==> config.mk <==
export PLATFORM = sky130hd
export DESIGN_NAME = uart_frame_engine
export DESIGN_NICKNAME = d
export VERILOG_FILES = /design/src/hw/uart_frame_engine.v
export VERILOG_INCLUDE_DIRS = /design/src /design/src/hw
export SDC_FILE = /design/constraint.sdc
export NUM_CORES = 1
export LEC_CHECK = 0
export BUFFER_PORTS_ARGS = -buffer_cell sky130_fd_sc_hd__buf_4
export CORE_UTILIZATION = 35
export DETAILED_ROUTE_END_ITERATION = 10
export PLACE_DENSITY_LB_ADDON = 0.05
export SYNTH_ARGS = -nofsm -noshare
export SYNTH_HDL_FRONTEND = slang
export SYNTH_SLANG_ARGS = --single-unit
==> constraint.sdc <==
create_clock -name aclk -period 6.6 [get_ports aclk]
set_input_delay 0.66 -clock aclk [delete_from_list [all_inputs] [get_ports aclk]]
set_output_delay 0.66 -clock aclk [all_outputs]
set_load 0.01 [all_outputs]
==> src/hw/uart_frame_defines.vh <==
// Register offsets, field positions, reset values and timing figures of the UART frame engine.
`ifndef UART_FRAME_DEFINES_VH
`define UART_FRAME_DEFINES_VH
// ***********************************************************************
// Register byte offsets
// ***********************************************************************
`define REG_CTRL 5'h00
`define REG_BAUD 5'h04
`define REG_TXDATA 5'h08
`define REG_RXDATA 5'h0c
`define REG_STATUS 5'h10
`define REG_INT_STAT 5'h14
`define REG_INT_MASK 5'h18
// ***********************************************************************
// Control register fields
// ***********************************************************************
`define CTRL_TX_EN 0
`define CTRL_RX_EN 1
`define CTRL_PAR_EN 2
`define CTRL_PAR_ODD 3
`define CTRL_MAJ3 4
`define CTRL_LSB_WLEN 5
`define CTRL_MSB_WLEN 8
`define CTRL_LSB_STOP 9
`define CTRL_MSB_STOP 11
`define CTRL_LSB_SUB 12
`define CTRL_MSB_SUB 13
`define CTRL_RESET 32'h0000_0103
// ***********************************************************************
// Sub-modes and word lengths
// ***********************************************************************
`define SUB_STD 2'h0
`define SUB_CARD 2'h1
`define SUB_IRDA 2'h2
`define SUB_VNET 2'h3
`define WLEN_MIN 4'h4
`define WLEN_MAX 4'h9
// ***********************************************************************
// Interrupt cause bits
// ***********************************************************************
`define INT_TX_DONE 0
`define INT_RX_DONE 1
`define INT_PAR_ERR 2
`define INT_FRAME_ERR 3
`define INT_OVERRUN 4
`define INT_BREAK 5
`define INT_COLLIDE 6
`define INT_BAUD_DET 7
`define INT_W 8
// ***********************************************************************
// Timing figures
// ***********************************************************************
`define CLK_HZ 20000000
`define MAX_BPS 3000000
`define BAUD_RESET 16'h00ae
`define BREAK_BITS 13
`endif

==> src/hw/uart_frame_engine.v <==
// Asynchronous serial frame engine with AXI4-Lite registers.
`timescale 1ns/1ns
`include "uart_frame_defines.vh"
module uart_frame_engine #(
   parameter BAUD_W = 16
) (
   // Clock, reset and enable.
   input wire aclk,
   input wire aresetn,
   input wire clk_en,
   // AXI4-Lite write address and data.
   input wire [4:0] s_axi_awaddr,
   input wire s_axi_awvalid,
   output wire s_axi_awready,
   input wire [31:0] s_axi_wdata,
   input wire [3:0] s_axi_wstrb,
   input wire s_axi_wvalid,
   output wire s_axi_wready,
   // AXI4-Lite write response.
   output reg [1:0] s_axi_bresp,
   output reg s_axi_bvalid,
   input wire s_axi_bready,
   // AXI4-Lite read.
   input wire [4:0] s_axi_araddr,
   input wire s_axi_arvalid,
   output wire s_axi_arready,
   output reg [31:0] s_axi_rdata,
   output reg [1:0] s_axi_rresp,
   output reg s_axi_rvalid,
   input wire s_axi_rready,
   // Serial line.
   output reg txd,
   input wire rxd,
   // Interrupt.
   output wire irq
);
   // ***********************************************************************
   // Register file
   // ***********************************************************************
   reg [31:0] ctrl_r;
   reg [BAUD_W-1:0] baud_r;
   reg [`INT_W-1:0] int_stat_r;
   reg [`INT_W-1:0] int_mask_r;
   reg [8:0] tx_hold_r;
   reg tx_full_r;
   reg [8:0] rx_data_r;
   reg rx_full_r;
   reg [4:0] aw_addr_r;
   reg aw_have_r;
   reg [31:0] w_data_r;
   reg [3:0] w_strb_r;
   reg w_have_r;
   reg [BAUD_W-1:0] baud_meas_r;
   wire [`INT_W-1:0] ev;
   wire wr_go;
   wire rd_go;
   wire tx_take;
   wire [3:0] wlen;
   wire [2:0] stop_half;
   wire [1:0] sub_mode;
   wire par_on;
   wire [BAUD_W-1:0] half_bit;
   // Limits word length to the legal range.
   function [3:0] clamp_wlen;
      input [3:0] v;
      begin
         if (v < `WLEN_MIN)
            clamp_wlen = `WLEN_MIN;
         else if (v > `WLEN_MAX)
            clamp_wlen = `WLEN_MAX;
         else
            clamp_wlen = v;
      end
   endfunction
   // Tells whether a byte address maps to a register.
   function mapped;
      input [4:0] a;
      begin
         mapped = (a <= `REG_INT_MASK) && (a[1:0] == 2'h0);
      end
   endfunction
   assign wlen = clamp_wlen(ctrl_r[`CTRL_MSB_WLEN:`CTRL_LSB_WLEN]);
   assign stop_half = ctrl_r[`CTRL_MSB_STOP:`CTRL_LSB_STOP];
   assign sub_mode = ctrl_r[`CTRL_MSB_SUB:`CTRL_LSB_SUB];
   // Parity in standard, smart-card and VNET sub-modes, never in IrDA.
   assign par_on = ctrl_r[`CTRL_PAR_EN] && (sub_mode != `SUB_IRDA);
   assign half_bit = {1'b0, baud_r[BAUD_W-1:1]};
   assign irq = |(int_stat_r & int_mask_r);
   // Address and data are each latched when offered, in either order.
   assign s_axi_awready = !aw_have_r && !s_axi_bvalid;
   assign s_axi_wready = !w_have_r && !s_axi_bvalid;
   assign s_axi_arready = !s_axi_rvalid;
   assign wr_go = aw_have_r && w_have_r && !s_axi_bvalid;
   assign rd_go = s_axi_arvalid && !s_axi_rvalid;
   // Bus write side, control registers and sticky status.
   always @(posedge aclk)
   begin
      if (!aresetn)
      begin
         ctrl_r <= `CTRL_RESET;
         baud_r <= `BAUD_RESET;
         int_stat_r <= {`INT_W{1'b0}};
         int_mask_r <= {`INT_W{1'b0}};
         tx_hold_r <= 9'h000;
         tx_full_r <= 1'b0;
         aw_addr_r <= 5'h00;
         aw_have_r <= 1'b0;
         w_data_r <= 32'h0000_0000;
         w_strb_r <= 4'h0;
         w_have_r <= 1'b0;
         s_axi_bvalid <= 1'b0;
         s_axi_bresp <= 2'h0;
      end
      else if (clk_en)
      begin
         if (s_axi_awvalid && s_axi_awready)
         begin
            aw_addr_r <= s_axi_awaddr;
            aw_have_r <= 1'b1;
         end
         if (s_axi_wvalid && s_axi_wready)
         begin
            w_data_r <= s_axi_wdata;
            w_strb_r <= s_axi_wstrb;
            w_have_r <= 1'b1;
         end
         if (s_axi_bvalid && s_axi_bready)
            s_axi_bvalid <= 1'b0;
         if (tx_take)
            tx_full_r <= 1'b0;
         // Set wins over a write-one clear.
         int_stat_r <= int_stat_r | ev;
         if (wr_go)
         begin
            aw_have_r <= 1'b0;
            w_have_r <= 1'b0;
            s_axi_bvalid <= 1'b1;
            s_axi_bresp <= mapped(aw_addr_r) ? 2'h0 : 2'h2;
            case (aw_addr_r)
               `REG_CTRL:
               begin
                  if (w_strb_r[0])
                     ctrl_r[7:0] <= w_data_r[7:0];
                  if (w_strb_r[1])
                     ctrl_r[13:8] <= w_data_r[13:8];
               end
               `REG_BAUD:
               begin
                  if (w_strb_r[0])
                     baud_r[7:0] <= w_data_r[7:0];
                  if (w_strb_r[1])
                     baud_r[BAUD_W-1:8] <= w_data_r[BAUD_W-1:8];
               end
               `REG_TXDATA:
               begin
                  if (w_strb_r[0] && !tx_full_r)
                  begin
                     tx_hold_r <= w_data_r[8:0];
                     tx_full_r <= 1'b1;
                  end
               end
               `REG_INT_STAT:
               begin
                  if (w_strb_r[0])
                     int_stat_r <= (int_stat_r & ~w_data_r[`INT_W-1:0]) | ev;
               end
               `REG_INT_MASK:
               begin
                  if (w_strb_r[0])
                     int_mask_r <= w_data_r[`INT_W-1:0];
               end
               default:
               begin
               end
            endcase
         end
      end
   end
   // ***********************************************************************
   // Transmitter
   // ***********************************************************************
   localparam TX_IDLE = 2'h0;
   localparam TX_START = 2'h1;
   localparam TX_BITS = 2'h2;
   localparam TX_STOP = 2'h3;
   reg [1:0] tx_st_r;
   reg [BAUD_W-1:0] tx_cnt_r;
   reg [9:0] tx_sh_r;
   reg [3:0] tx_bits_r;
   reg [3:0] tx_half_r;
   reg tx_done_p_r;
   reg tx_coll_p_r;
   reg [3:0] tx_nbits;
   reg [9:0] tx_frame;
   integer i;
   wire tx_tick;
   assign tx_tick = (tx_cnt_r == {BAUD_W{1'b0}});
   assign tx_take = (tx_st_r == TX_IDLE) && tx_full_r && ctrl_r[`CTRL_TX_EN];
   // Builds the data plus parity word, LSB first, masked to the word length.
   always @*
   begin
      tx_frame = 10'h000;
      for (i = 0; i < 9; i = i + 1)
         if (i < wlen)
            tx_frame[i] = tx_hold_r[i];
      // Parity makes data plus parity even, or odd when selected.
      tx_frame[wlen] = (^tx_frame[8:0]) ^ ctrl_r[`CTRL_PAR_ODD];
      tx_nbits = par_on ? wlen + 4'h1 : wlen;
   end
   // Frame sequencer: start low, data, parity, then half-bit stop steps high.
   always @(posedge aclk)
   begin
      if (!aresetn)
      begin
         tx_st_r <= TX_IDLE;
         tx_cnt_r <= {BAUD_W{1'b0}};
         tx_sh_r <= 10'h000;
         tx_bits_r <= 4'h0;
         tx_half_r <= 4'h0;
         txd <= 1'b1;
         tx_done_p_r <= 1'b0;
         tx_coll_p_r <= 1'b0;
      end
      else if (clk_en)
      begin
         tx_done_p_r <= 1'b0;
         // In VNET sub-mode, checks the line mid-bit while driving start, data and parity bits.
         tx_coll_p_r <= (sub_mode == `SUB_VNET) && (tx_st_r != TX_IDLE) &&
            (tx_cnt_r == half_bit) && (rxd != txd);
         if (!tx_tick)
            tx_cnt_r <= tx_cnt_r - 1'b1;
         case (tx_st_r)
            TX_IDLE:
            begin
               txd <= 1'b1;
               if (tx_take)
               begin
                  txd <= 1'b0;
                  tx_sh_r <= tx_frame;
                  tx_bits_r <= tx_nbits;
                  tx_cnt_r <= baud_r - 1'b1;
                  tx_st_r <= TX_START;
               end
            end
            TX_START:
            begin
               if (tx_tick)
               begin
                  txd <= tx_sh_r[0];
                  tx_sh_r <= {1'b0, tx_sh_r[9:1]};
                  tx_bits_r <= tx_bits_r - 4'h1;
                  tx_cnt_r <= baud_r - 1'b1;
                  tx_st_r <= TX_BITS;
               end
            end
            TX_BITS:
            begin
               if (tx_tick)
               begin
                  tx_cnt_r <= baud_r - 1'b1;
                  if (tx_bits_r == 4'h0)
                  begin
                     txd <= 1'b1;
                     tx_half_r <= {1'b0, stop_half} + 4'h1;
                     tx_cnt_r <= half_bit - 1'b1;
                     tx_st_r <= TX_STOP;
                  end
                  else
                  begin
                     txd <= tx_sh_r[0];
                     tx_sh_r <= {1'b0, tx_sh_r[9:1]};
                     tx_bits_r <= tx_bits_r - 4'h1;
                  end
               end
            end
            TX_STOP:
            begin
               // Stop length is (stop_half + 2) half bits: 1 to 4.5, capped by software.
               if (tx_tick)
               begin
                  tx_cnt_r <= half_bit - 1'b1;
                  if (tx_half_r == 4'h0)
                  begin
                     tx_done_p_r <= 1'b1;
                     tx_st_r <= TX_IDLE;
                  end
                  else
                     tx_half_r <= tx_half_r - 4'h1;
               end
            end
            default:
               tx_st_r <= TX_IDLE;
         endcase
      end
   end
   // ***********************************************************************
   // Receiver
   // ***********************************************************************
   localparam RX_IDLE = 2'h0;
   localparam RX_START = 2'h1;
   localparam RX_BITS = 2'h2;
   localparam RX_STOP = 2'h3;
   reg [1:0] rx_st_r;
   reg [BAUD_W-1:0] rx_cnt_r;
   reg [2:0] rx_smp_r;
   reg rx_prev_r;
   reg [9:0] rx_sh_r;
   reg [3:0] rx_bits_r;
   reg [4:0] rx_low_r;
   reg [BAUD_W-1:0] low_run_r;
   reg [7:0] rx_ev_r;
   wire rx_bit;
   wire rx_mid;
   wire [9:0] rx_align;
   wire [8:0] rx_keep;
   // Shift history of the line: one sample per cycle.
   always @(posedge aclk)
   begin
      if (!aresetn)
         rx_smp_r <= 3'h7;
      else if (clk_en)
         rx_smp_r <= {rx_smp_r[1:0], rxd};
   end
   // Mid-bit sample or majority of three centred on mid-bit.
   assign rx_bit = ctrl_r[`CTRL_MAJ3] ?
      ((rx_smp_r[0] & rx_smp_r[1]) | (rx_smp_r[1] & rx_smp_r[2]) |
       (rx_smp_r[0] & rx_smp_r[2])) : rx_smp_r[1];
   assign rx_mid = (rx_cnt_r == {BAUD_W{1'b0}});
   // Moves the first received bit down to bit zero and keeps only the data bits.
   assign rx_align = rx_sh_r >> ((par_on ? 4'h9 : 4'ha) - wlen);
   assign rx_keep = 9'h1ff >> (4'h9 - wlen);
   // Frame receiver; timing restarts at every detected start edge.
   always @(posedge aclk)
   begin
      if (!aresetn)
      begin
         rx_st_r <= RX_IDLE;
         rx_cnt_r <= {BAUD_W{1'b0}};
         rx_prev_r <= 1'b1;
         rx_sh_r <= 10'h000;
         rx_bits_r <= 4'h0;
         rx_low_r <= 5'h00;
         rx_data_r <= 9'h000;
         rx_full_r <= 1'b0;
         rx_ev_r <= 8'h00;
         low_run_r <= {BAUD_W{1'b0}};
         baud_meas_r <= {BAUD_W{1'b0}};
      end
      else if (clk_en)
      begin
         rx_ev_r <= 8'h00;
         rx_prev_r <= rx_smp_r[1];
         if (rd_go && s_axi_araddr == `REG_RXDATA)
            rx_full_r <= 1'b0;
         if (!rx_mid)
            rx_cnt_r <= rx_cnt_r - 1'b1;
         // In VNET sub-mode, measures each low run that ends during a frame; the first, after idle, is the bit time of a sync pattern.
         if (!rx_smp_r[1])
            low_run_r <= low_run_r + 1'b1;
         else
         begin
            if (!rx_prev_r && sub_mode == `SUB_VNET && rx_st_r != RX_IDLE)
            begin
               baud_meas_r <= low_run_r;
               rx_ev_r[`INT_BAUD_DET] <= (rx_low_r == 5'h00);
            end
            low_run_r <= {BAUD_W{1'b0}};
         end
         case (rx_st_r)
            RX_IDLE:
            begin
               rx_low_r <= 5'h00;
               if (ctrl_r[`CTRL_RX_EN] && rx_prev_r && !rx_smp_r[1])
               begin
                  rx_cnt_r <= half_bit - 1'b1;
                  rx_st_r <= RX_START;
               end
            end
            RX_START:
            begin
               if (rx_mid)
               begin
                  rx_cnt_r <= baud_r - 1'b1;
                  rx_bits_r <= par_on ? wlen + 4'h1 : wlen;
                  rx_sh_r <= 10'h000;
                  rx_st_r <= rx_bit ? RX_IDLE : RX_BITS;
               end
            end
            RX_BITS:
            begin
               if (rx_mid)
               begin
                  rx_cnt_r <= baud_r - 1'b1;
                  rx_sh_r <= {rx_bit, rx_sh_r[9:1]};
                  rx_low_r <= rx_bit ? 5'h1f : rx_low_r + 5'h01;
                  rx_bits_r <= rx_bits_r - 4'h1;
                  if (rx_bits_r == 4'h1)
                     rx_st_r <= RX_STOP;
               end
            end
            RX_STOP:
            begin
               if (rx_mid)
               begin
                  // Bits arrived LSB first into the top; realign to bit zero.
                  rx_data_r <= rx_align[8:0] & rx_keep;
                  rx_full_r <= 1'b1;
                  rx_ev_r[`INT_RX_DONE] <= 1'b1;
                  rx_ev_r[`INT_OVERRUN] <= rx_full_r;
                  rx_ev_r[`INT_PAR_ERR] <= par_on &&
                     ((^rx_sh_r) ^ ctrl_r[`CTRL_PAR_ODD]);
                  rx_ev_r[`INT_FRAME_ERR] <= !rx_bit;
                  // In VNET sub-mode, an all-low frame plus stop is a break once long enough.
                  rx_ev_r[`INT_BREAK] <= !rx_bit && (sub_mode == `SUB_VNET) &&
                     (low_run_r >= baud_r * `BREAK_BITS / 2);
                  rx_st_r <= RX_IDLE;
               end
            end
            default:
               rx_st_r <= RX_IDLE;
         endcase
      end
   end
   assign ev = {rx_ev_r[`INT_BAUD_DET], tx_coll_p_r, rx_ev_r[5:1], tx_done_p_r};
   // ***********************************************************************
   // Bus read side
   // ***********************************************************************
   always @(posedge aclk)
   begin
      if (!aresetn)
      begin
         s_axi_rvalid <= 1'b0;
         s_axi_rdata <= 32'h0000_0000;
         s_axi_rresp <= 2'h0;
      end
      else if (clk_en)
      begin
         if (s_axi_rvalid && s_axi_rready)
            s_axi_rvalid <= 1'b0;
         if (rd_go)
         begin
            s_axi_rvalid <= 1'b1;
            s_axi_rresp <= mapped(s_axi_araddr) ? 2'h0 : 2'h2;
            case (s_axi_araddr)
               `REG_CTRL: s_axi_rdata <= {18'h00000, ctrl_r[13:0]};
               `REG_BAUD: s_axi_rdata <= {{(32-BAUD_W){1'b0}}, baud_r};
               `REG_TXDATA: s_axi_rdata <= {23'h000000, tx_hold_r};
               `REG_RXDATA: s_axi_rdata <= {23'h000000, rx_data_r};
               `REG_STATUS: s_axi_rdata <= {baud_meas_r, 12'h000, rx_full_r,
                  tx_full_r, (rx_st_r != RX_IDLE), (tx_st_r != TX_IDLE)};
               `REG_INT_STAT: s_axi_rdata <= {24'h000000, int_stat_r};
               `REG_INT_MASK: s_axi_rdata <= {24'h000000, int_mask_r};
               default: s_axi_rdata <= 32'h0000_0000;
            endcase
         end
      end
   end
   // Clock is always the internal bus clock; 20 MHz over 3 Mbps gives six and two thirds cycles a bit.
endmodule // uart_frame_engine

==> results of run 1 <==
-- power by group through the flow --
stage | Clock (mW) | Sequential (mW) | Combinational (mW)
CTS | 1.77 | 1.69 | 1.08
detailed placement | 0 | 1.72 | 1.08
floorplan | 0 | 1.67 | 0.902
finish | 1.73 | 1.70 | 1.10
global placement | 0 | 1.72 | 1.08
global route | 1.84 | 1.71 | 1.21
-- path summary, 6_finish.rpt --
kind	end	slack, ns	cells after the start
worst min register to register	rx_ev_r[1]	0.46	2
worst min-delay path	aw_addr_r[2]	0.34	3
worst max-delay path	rx_ev_r[5]	1.14	21
worst max register to register	rx_ev_r[5]	1.14	21
-- cell usage in the layout (no fill, tap or decap), drive strengths merged, types with 10 or more instances in the layout --
cell	instances
nand2b	14
mux2i	84
or3	18
and3	14
a21o	16
nor2	201
ha	105
xnor2	52
o21ai	123
nor4	12
xor2	36
nor2b	10
o211ai	15
buf	99
a22oi	56
dfxtp	244
clkbuf	44
nand3	50
a211oi	13
nand4	15
o22ai	29
a31oi	15
nor3	38
a21oi	154
fa	14
inv	101
nand2	237
-- state kept, by name (all words and copies together) (netlist names), 5 cells and up, named ones only --
signal       flops
aw_addr_r        5
baud_meas_r     16
baud_r          16
ctrl_r          14
int_mask_r       8
int_stat_r       8
low_run_r       16
rx_cnt_r        16
rx_data_r        9
rx_ev_r          6
rx_low_r         5
rx_sh_r         10
s_axi_rdata     32
tx_cnt_r        16
tx_hold_r        9
tx_sh_r         10
w_data_r        16
-- metrics by stage --
stage               setup WS [ns]  total power [mW]  instance area [sq um]  instances  hold WS (ns)
floorplan                    1.83              2.57                  15300       1914         0.431
global placement             1.21              2.81                  16300       2487         0.442
detailed placement           1.17              2.81                  16300       2487         0.450
CTS                          1.16              4.55                  17300       2539         0.322
global route                0.823              4.76                  17300       2539         0.339
finish                       1.14              4.53                  17300       2539         0.344
-- cell families (layout without fill, tap and decap cells) --
family          after synthesis  in the layout  synth area share, %
simple gates                654            654                 19.8
compound gates              502            502                 20.5
buf+inv                     212            252                 5.66
flops                       244            244                 32.0
mux                          91             91                 6.17
other cells                   1              2               0.0246
xor+xnor                     90             90                 5.34
fa+ha+maj                   119            119                 10.4
-- critical path, delay by kind of cell (launching register included) --
kind                     cells  cell delay [ns]
AO/OA/AOI/OAI                9             1.96
adder cells (fa/ha/maj)      4             1.44
AND/OR/NAND/NOR              4             0.98
flip-flops                   1             0.60
buffers and inverters        3             0.30
XOR/XNOR                     1             0.11
-- per-layer routing --
metal | wire, um | share of wire [%]
met1 | 24900 | 50
met2 | 22300 | 44
met3 | 2010 | 4.0
met4 | 997 | 2.0
met5 | 0 | 0
-- area by class of cell --
class	instances	area [sq um]	share of cell area (%)
clock buffers	44	905	5.22
repair buffers	99	743	4.29
well taps	585	732	4.23
flip-flops and latches	244	4880	28.2
clock inverters	8	121	0.701
multi-input cells	1458	9550	55.1
inverters	101	384	2.22
==> impl_metrics.ini, run 1 <==
[logic_synthesis]
synth_ff_type = dfxtp_1
yosysWarnings = 0
netlist_instances = 1913
netlist_top_cells_count = dfxtp_1 (244), nand2_1 (237), nor2_1 (200), a21oi_1 (154), o21ai_0 (121)
synth_edf_count = 0
netlist_area_sq_um = 15300
synth_area_leader_cell = dfxtp_1
async_flop_share_pct = 0
synth_cell_types = 89
yosysMostFrequentCell = dfxtp_1
ys_seq_area_share_pct = 32.0
synth_top_area_share_pct = 32.0
synth-seq-cells = 244
synthTopCellsByArea = dfxtp_1 (32%), ha_1 (8.6%), nand2_1 (5.8%)
syn_area_per_cell_sq_um = 7.98

[cts]
hold_buffers = 0
cts_tree = done
cts-root-buf = clkbuf_16
clock_sinks = 244
post_cts_buffers = 0
cts_made_buffers = 30
cts_htree_levels = 1
max-clock-path-buffers = 3
clk_pin_slew_worst_paths_ns = 0.07
cts_resized = 0
clk_latency_ns = 0.57

[setup_path]
cp_max_fo = 7
crit_path_cell_trace = inv_1, ha_1, inv_1, fa_1, inv_1, ha_1, nor2b_1, o31a_1, nor3_1, o21bai_1, a21o_1, a31oi_1, xor2_1, ha_1, nand4_1, or2_2, a31o_2, a221oi_1, a211oi_1, o41a_1, a31oi_1
slowest_stage = dfxtp_1
arrival_ns = 5.95
cp-end-kind = flop
r2r_start = baud_r[3]
crit_start = baud_r[3]
startpoint_type = flop
cp_slowest_stage_delay_ns = 0.60
cp.required_ns = 7.09
crit_type = flop to flop

[floorplan]
start_util_pct = 35.4
die_area_sq_um = 44500
die_w_um = 211
ios = 98
core_area_sq_um = 43100
die_h_um = 211
num_rows = 76

[drt]
dr_total_vias = 13800
drc = 0
drt-initial-drc-count = 966
antenna_left = 0
dr.pass1.iters = 5
avgRoutedWirePerCell_um = 19.8
viasPerCell = 5.42
wirelength_um = 50300

[timing]
hold_viol = 0
slew_viol_final = 0
fmax_mhz = 183
setup_tns_ns = 0
finalCriticalPeriod_ns = 5.46
rsz0062_at_grt = no
timing.final.crit_share_pct = 82.7
finalSetupViolCount = 0
max-slew-margin-rel_pct = 19.8
worst_pin_slew_ns = 1.20
skew_ns = 0.0216

[power]
power.leakage_nw = 6.96
powerDensity_nw_per_um2 = 261
power.net_switching_mw = 1.49
seqPwrFrac_pct = 37.5
peakVddDrop_mv = 0.207
clockPowerShare_pct = 38.1
swShare_pct = 32.9
intPower_mw = 3.04
combPwrFrac_pct = 24.4

[global_routing]
grtUsageMet2_pct = 35.4
gr-total-overflow = 0
grt_pass1_vias = 13100
grt-busiest-layer = met2
grt_max_degree = 61
grt_pass1_wl_um = 78000
met3_usage_pct = 2.36
grt_use_total_pct = 22.5
met1_usage_pct = 32.8
antenna_found_initial = 0

[cells_and_area]
syn_to_final_growth_pct = 13.4
finalNetCount = 2108
final_layout_size_suffix_gt1_share_pct = 9.42
fin_util_pct = 40.2
diodes = 0
fillers = 4457

[placed_design]
gp_congestion = 0.919
dp_hpwl_um = 36800
portBuffers = 77

[run]
drv_cap = 0

[hold_path]
hp-start = s_axi_awaddr[2]
hp-class = input port to flop

[run_status]
status = complete, no violations
Power figures use the tool's default switching activity.
==> run 2: changes to the inputs <==
==> constraint.sdc (replaced) <==
create_clock -name aclk -period 5.06 [get_ports aclk]
set_input_delay 0.506 -clock aclk [delete_from_list [all_inputs] [get_ports aclk]]
set_output_delay 0.506 -clock aclk [all_outputs]
set_load 0.01 [all_outputs]
==> run 2 against run 1 <==
Sequential share of layout area shrank 0.29 points. Utilization up 0.46 points. Cell area rose by 1.1%. Sequential power grew 30%. Via count about the same. Worst hold slack got worse by 0.20 ns.
==> impl_metrics.ini, run 2 (synthesized netlist as in run 1, its figures left out) <==
[run_status]
status = complete, no violations

[floorplan]
die_h_um = 211
core_area_sq_um = 43100
ios = 98
start_util_pct = 35.4
die_w_um = 211
num_rows = 76
die_area_sq_um = 44500

[placed_design]
place_area_sq_um = 16400
portBuffers = 77
dp_hpwl_um = 37400
placed_cells = 2506
gp_congestion = 0.909

[cells_and_area]
final_layout_size_suffix_gt1_share_pct = 11.4
diodes = 0
finalNetCount = 2129
final_cells = 2564
final_common_cell = dfxtp_1
final_cell_mix = dfxtp_1 (241), nand2_1 (237), nor2_1 (200), a21oi_1 (152), o21ai_0 (120)
syn_to_final_growth_pct = 14.7
final_area_sq_um = 17500
fillers = 4499
largest-register = s_axi_rdata
largest_reg_flops = 32

[cts]
cts_made_buffers = 30
max-clock-path-buffers = 3
cts_htree_levels = 1
hold_buffers = 0
cts-root-buf = clkbuf_16
clk_pin_slew_worst_paths_ns = 0.06
cts_tree = done
clk_latency_ns = 0.60
clock_sinks = 244

[run]
drv_cap = 0

[timing]
timing.hold.ws_ns = 0.144
hold_viol = 0
slew_viol_final = 0
finalCriticalPeriod_ns = 4.72
max-slew-margin-rel_pct = 18.7
rsz0062_at_grt = no
worst_pin_slew_ns = 1.22
skew_ns = 0.0393
timing.final.crit_share_pct = 93.3
finalSetupViolCount = 0
fmax_mhz = 212
setup_tns_ns = 0

[global_routing]
antenna_found_initial = 0
grt_pass1_vias = 13100
gr-total-overflow = 0
grt_max_degree = 73
grt_pass1_wl_um = 78100
grt_use_total_pct = 22.6

[drt]
viasPerCell = 5.37
drc = 0
avgRoutedWirePerCell_um = 19.7
antenna_left = 0
wirelength_um = 50600
dr_total_vias = 13800
dr.pass1.iters = 7
drt-initial-drc-count = 1155

[setup_path]
cp_max_fo = 4
startpoint_type = flop
arrival_ns = 5.22
cp-end-kind = flop
cp.required_ns = 5.56
rrSetupSlack_ns = 0.34
crit_type = flop to flop

[power]
power.leakage_nw = 7.04
peakVddDrop_mv = 0.266
powerDensity_nw_per_um2 = 332

[hold_path]
hp-class = input port to flop
[run 2: cell types whose count changed in the layout (fill, tap and decap cells not counted), moves of 3 or more]
cell,change
dfxtp_1,-3
inv_1,-4
buf_4,+19
dfxtp_2,+3
clkinv_2,+6
inv_2,+4
ha_1,-3
[run 2: what timing repair did]
action,CTS,global route
gates resized for setup,0,19
endpoints found under the setup margin,0,1
buffers inserted,0,2
endpoints found under the hold margin,0,0
[run 2: worst max-delay path, stage by stage (launching register included)]
cell,delay [ns]
dfxtp_2,0.34
inv_2,0.05
buf_4,0.15
ha_1,0.30
ha_1,0.29
ha_2,0.20
inv_1,0.07
fa_2,0.21
nor2b_1,0.05
o31a_1,0.31
nor3_2,0.23
o21bai_1,0.09
a21o_1,0.21
a31oi_2,0.18
xor2_1,0.09
ha_1,0.30
nand4_1,0.14
or2_2,0.32
a31o_2,0.26
a221oi_2,0.26
a211oi_1,0.07
o41a_1,0.41
a31oi_1,0.12
[run 2: path summary, 6_finish.rpt]
kind,depth (start not counted),from,end
min,3,s_axi_awaddr[3],aw_addr_r[3]
min reg2reg,2,baud_meas_r[14],baud_meas_r[14]
max,22,baud_r[1],rx_ev_r[5]
max reg2reg,22,baud_r[1],rx_ev_r[5]
[run 2: routing by layer]
layer | GRT usage [%] | wire length (um)
met5 | 0 | 0
met4 | 5.25 | 1050
met3 | 2.68 | 2120
met2 | 35.3 | 22300
met1 | 33.0 | 25200
[run 2: metrics by stage]
step	utilization, %	power, mW	setup WS (ns)
6_report	40.7	5.82	0.340
5_1_grt	40.7	6.13	0.00144
4_1_cts	40.5	5.85	0.174
3_5_place_dp	38.1	3.64	0.176
3_3_place_gp	38.1	3.64	0.269
2_1_floorplan	-	3.35	0.290
[run 2: final cells by class]
cell class | count | area (sq um) | share of cell area (%)
multi-input cells | 1458 | 9600 | 54.8
clock buffers | 42 | 876 | 5.00
inverters | 101 | 384 | 2.19
clock inverters | 14 | 129 | 0.736
repair buffers | 120 | 908 | 5.19
well taps | 585 | 732 | 4.18
flip-flops and latches | 244 | 4890 | 27.9
[run 2: power by group]
group	switching (mW)	internal, mW
combinational	0.871	0.545
clock	0.932	1.26
sequential	0.174	2.04
total	1.98	3.84
==> run 3: changes to the inputs <==
--- a/config.mk
+++ b/config.mk
@@ -10,6 +10,7 @@
 export CORE_UTILIZATION = 35
 export DETAILED_ROUTE_END_ITERATION = 10
 export PLACE_DENSITY_LB_ADDON = 0.05
+export RECOVER_POWER = 25
 export SYNTH_ARGS = -nofsm -noshare
 export SYNTH_HDL_FRONTEND = slang
 export SYNTH_SLANG_ARGS = --single-unit
==> run 3 against run 2 <==
The flow now finishes with violations (capacitance limit, slew limit). Highest routed layer unchanged. Total power barely moved. Global-route usage did not move. Clock power barely moved. Critical path type unchanged. Setup slack barely moved. Fmax did not move. Combinational power barely moved. Die area did not move. First-iteration DRC count fell by 5.2%. Utilization fell by 0.36 points. Final cell count did not move. Worst hold slack got worse by 0.0013 ns. Critical path depth fell by 3.
==> impl_metrics.ini, run 3 (synthesized netlist as in run 1, its figures left out) <==
[setup_path]
cp_slowest_stage_delay_ns = 0.49
crit_path_cell_trace = buf_6, ha_1, fa_1, ha_1, a211oi_1, o21bai_1, a211o_1, a21oi_2, o21bai_1, a21oi_1, xor2_1, ha_1, nand4_1, or2_2, a31o_2, a221oi_2, a211oi_1, o41a_1, a31oi_1
cp-end-kind = flop
cp_num_buf_inv = 1
slowest_stage = fa_1
cp_top_family = compound AO/OA/AOI/OAI gates
cp.required_ns = 5.56
startpoint_type = flop
arrival_ns = 5.22
critPathMostFrequentCell = ha_1
cp_max_fo = 8
crit_type = flop to flop

[timing]
setup_tns_ns = 0
worst_pin_slew_ns = 3.26
finalSetupViolCount = 0
timing.final.crit_share_pct = 93.3
finalCriticalPeriod_ns = 4.72
max-slew-margin-rel_pct = -117
rsz0062_at_grt = no
skew_ns = 0.0385
fmax_mhz = 212
setup_ws_ns = 0.340
hold_viol = 0
timing.hold.ws_ns = 0.142
slew_viol_final = 276

[cts]
cts-root-buf = clkbuf_16
max-clock-path-buffers = 3
cts_tree = done
clk_latency_ns = 0.60
clk_pin_slew_worst_paths_ns = 0.06
cts_htree_levels = 1
clock_sinks = 244
cts_made_buffers = 30

[run]
drv_cap = 5

[run_status]
status = complete, but fails checks
violations = capacitance limit, slew limit

[cells_and_area]
final_cell_mix = dfxtp_1 (241), nand2_1 (237), nor2_1 (200), a21oi_1 (152), o21ai_0 (120)
final_layout_size_suffix_gt1_share_pct = 9.30
fillers = 4529
diodes = 0
final_area_sq_um = 17400
final_common_cell = dfxtp_1
finalNetCount = 2129
final_cells = 2564
fin_util_pct = 40.3
largest_reg_flops = 32
largest-register = s_axi_rdata
syn_to_final_growth_pct = 13.7

[drt]
antenna_left = 0
viasPerCell = 5.39
dr.pass1.iters = 6
avgRoutedWirePerCell_um = 19.7
wirelength_um = 50500
drt-initial-drc-count = 1095
dr_total_vias = 13800
drc = 0

[placed_design]
portBuffers = 77
place_area_sq_um = 16400
dp_hpwl_um = 37400
dp_slack_ns = 0.176
gp_congestion = 0.909
placed_cells = 2506

[floorplan]
start_util_pct = 35.4
die_w_um = 211
core_area_sq_um = 43100
die_area_sq_um = 44500
ios = 98
num_rows = 76
die_h_um = 211

[global_routing]
grt_use_total_pct = 22.6
grt_pass1_vias = 13100
gr-total-overflow = 0
grt_pass1_wl_um = 78100
grt_max_degree = 73
antenna_found_initial = 1

[power]
peakVddDrop_mv = 0.263
powerDensity_nw_per_um2 = 335
power.leakage_nw = 6.87
finalPower_mw = 5.82

[hold_path]
hp-class = input port to flop
[run 3: what timing repair did]
action                     CTS  global route
setup endpoints to repair    0             1
buffers inserted             0             2
hold buffers                 0             0
gates resized for setup      0            19
[run 3: cell type report]
type                    instances  area, sq um  share of cell area (%)
clock buffers                  42          876                    5.05
clock inverters                14          129                   0.742
inverters                     101          379                    2.18
multi-input cells            1458         9600                    55.3
flip-flops and latches        244         4890                    28.2
well taps                     585          732                    4.22
repair buffers                120          758                    4.37
[run 3: worst paths after layout]
kind,from,to,slack [ns],cells past startpoint
hold reg to reg,baud_meas_r[14],baud_meas_r[14],0.46,2
setup reg to reg,baud_r[1],rx_ev_r[5],0.34,19
hold / removal,s_axi_awaddr[4],aw_addr_r[4],0.14,3
setup / recovery,baud_r[1],rx_ev_r[5],0.34,19
[run 3: tightest hold or removal path: cells and delay by family]
kind,cells,cell delay (ns)
buffers and inverters,1,0.08
AND/OR/NAND/NOR,1,0.07
multiplexers,1,0.05
[run 3: routing by layer]
| metal | share of wire (%) | track usage, % | vias up |
|---|---|---|---|
| met2 | 44 | 35.3 | 308 |
| met1 | 50 | 33.0 | 6613 |
| met3 | 4.3 | 2.68 | 68 |
| met4 | 2.1 | 5.25 | 0 |
| met5 | 0 | 0 | - |
| li1 | - | - | 6829 |
[run 3: where the power goes]
| group | total, mW | internal [mW] | switching (mW) | leakage, nW |
|---|---|---|---|---|
| clock network | 2.19 | 1.26 | 0.928 | 0.497 |
| registers | 2.21 | 2.04 | 0.173 | 1.97 |
| logic | 1.42 | 0.543 | 0.873 | 4.40 |
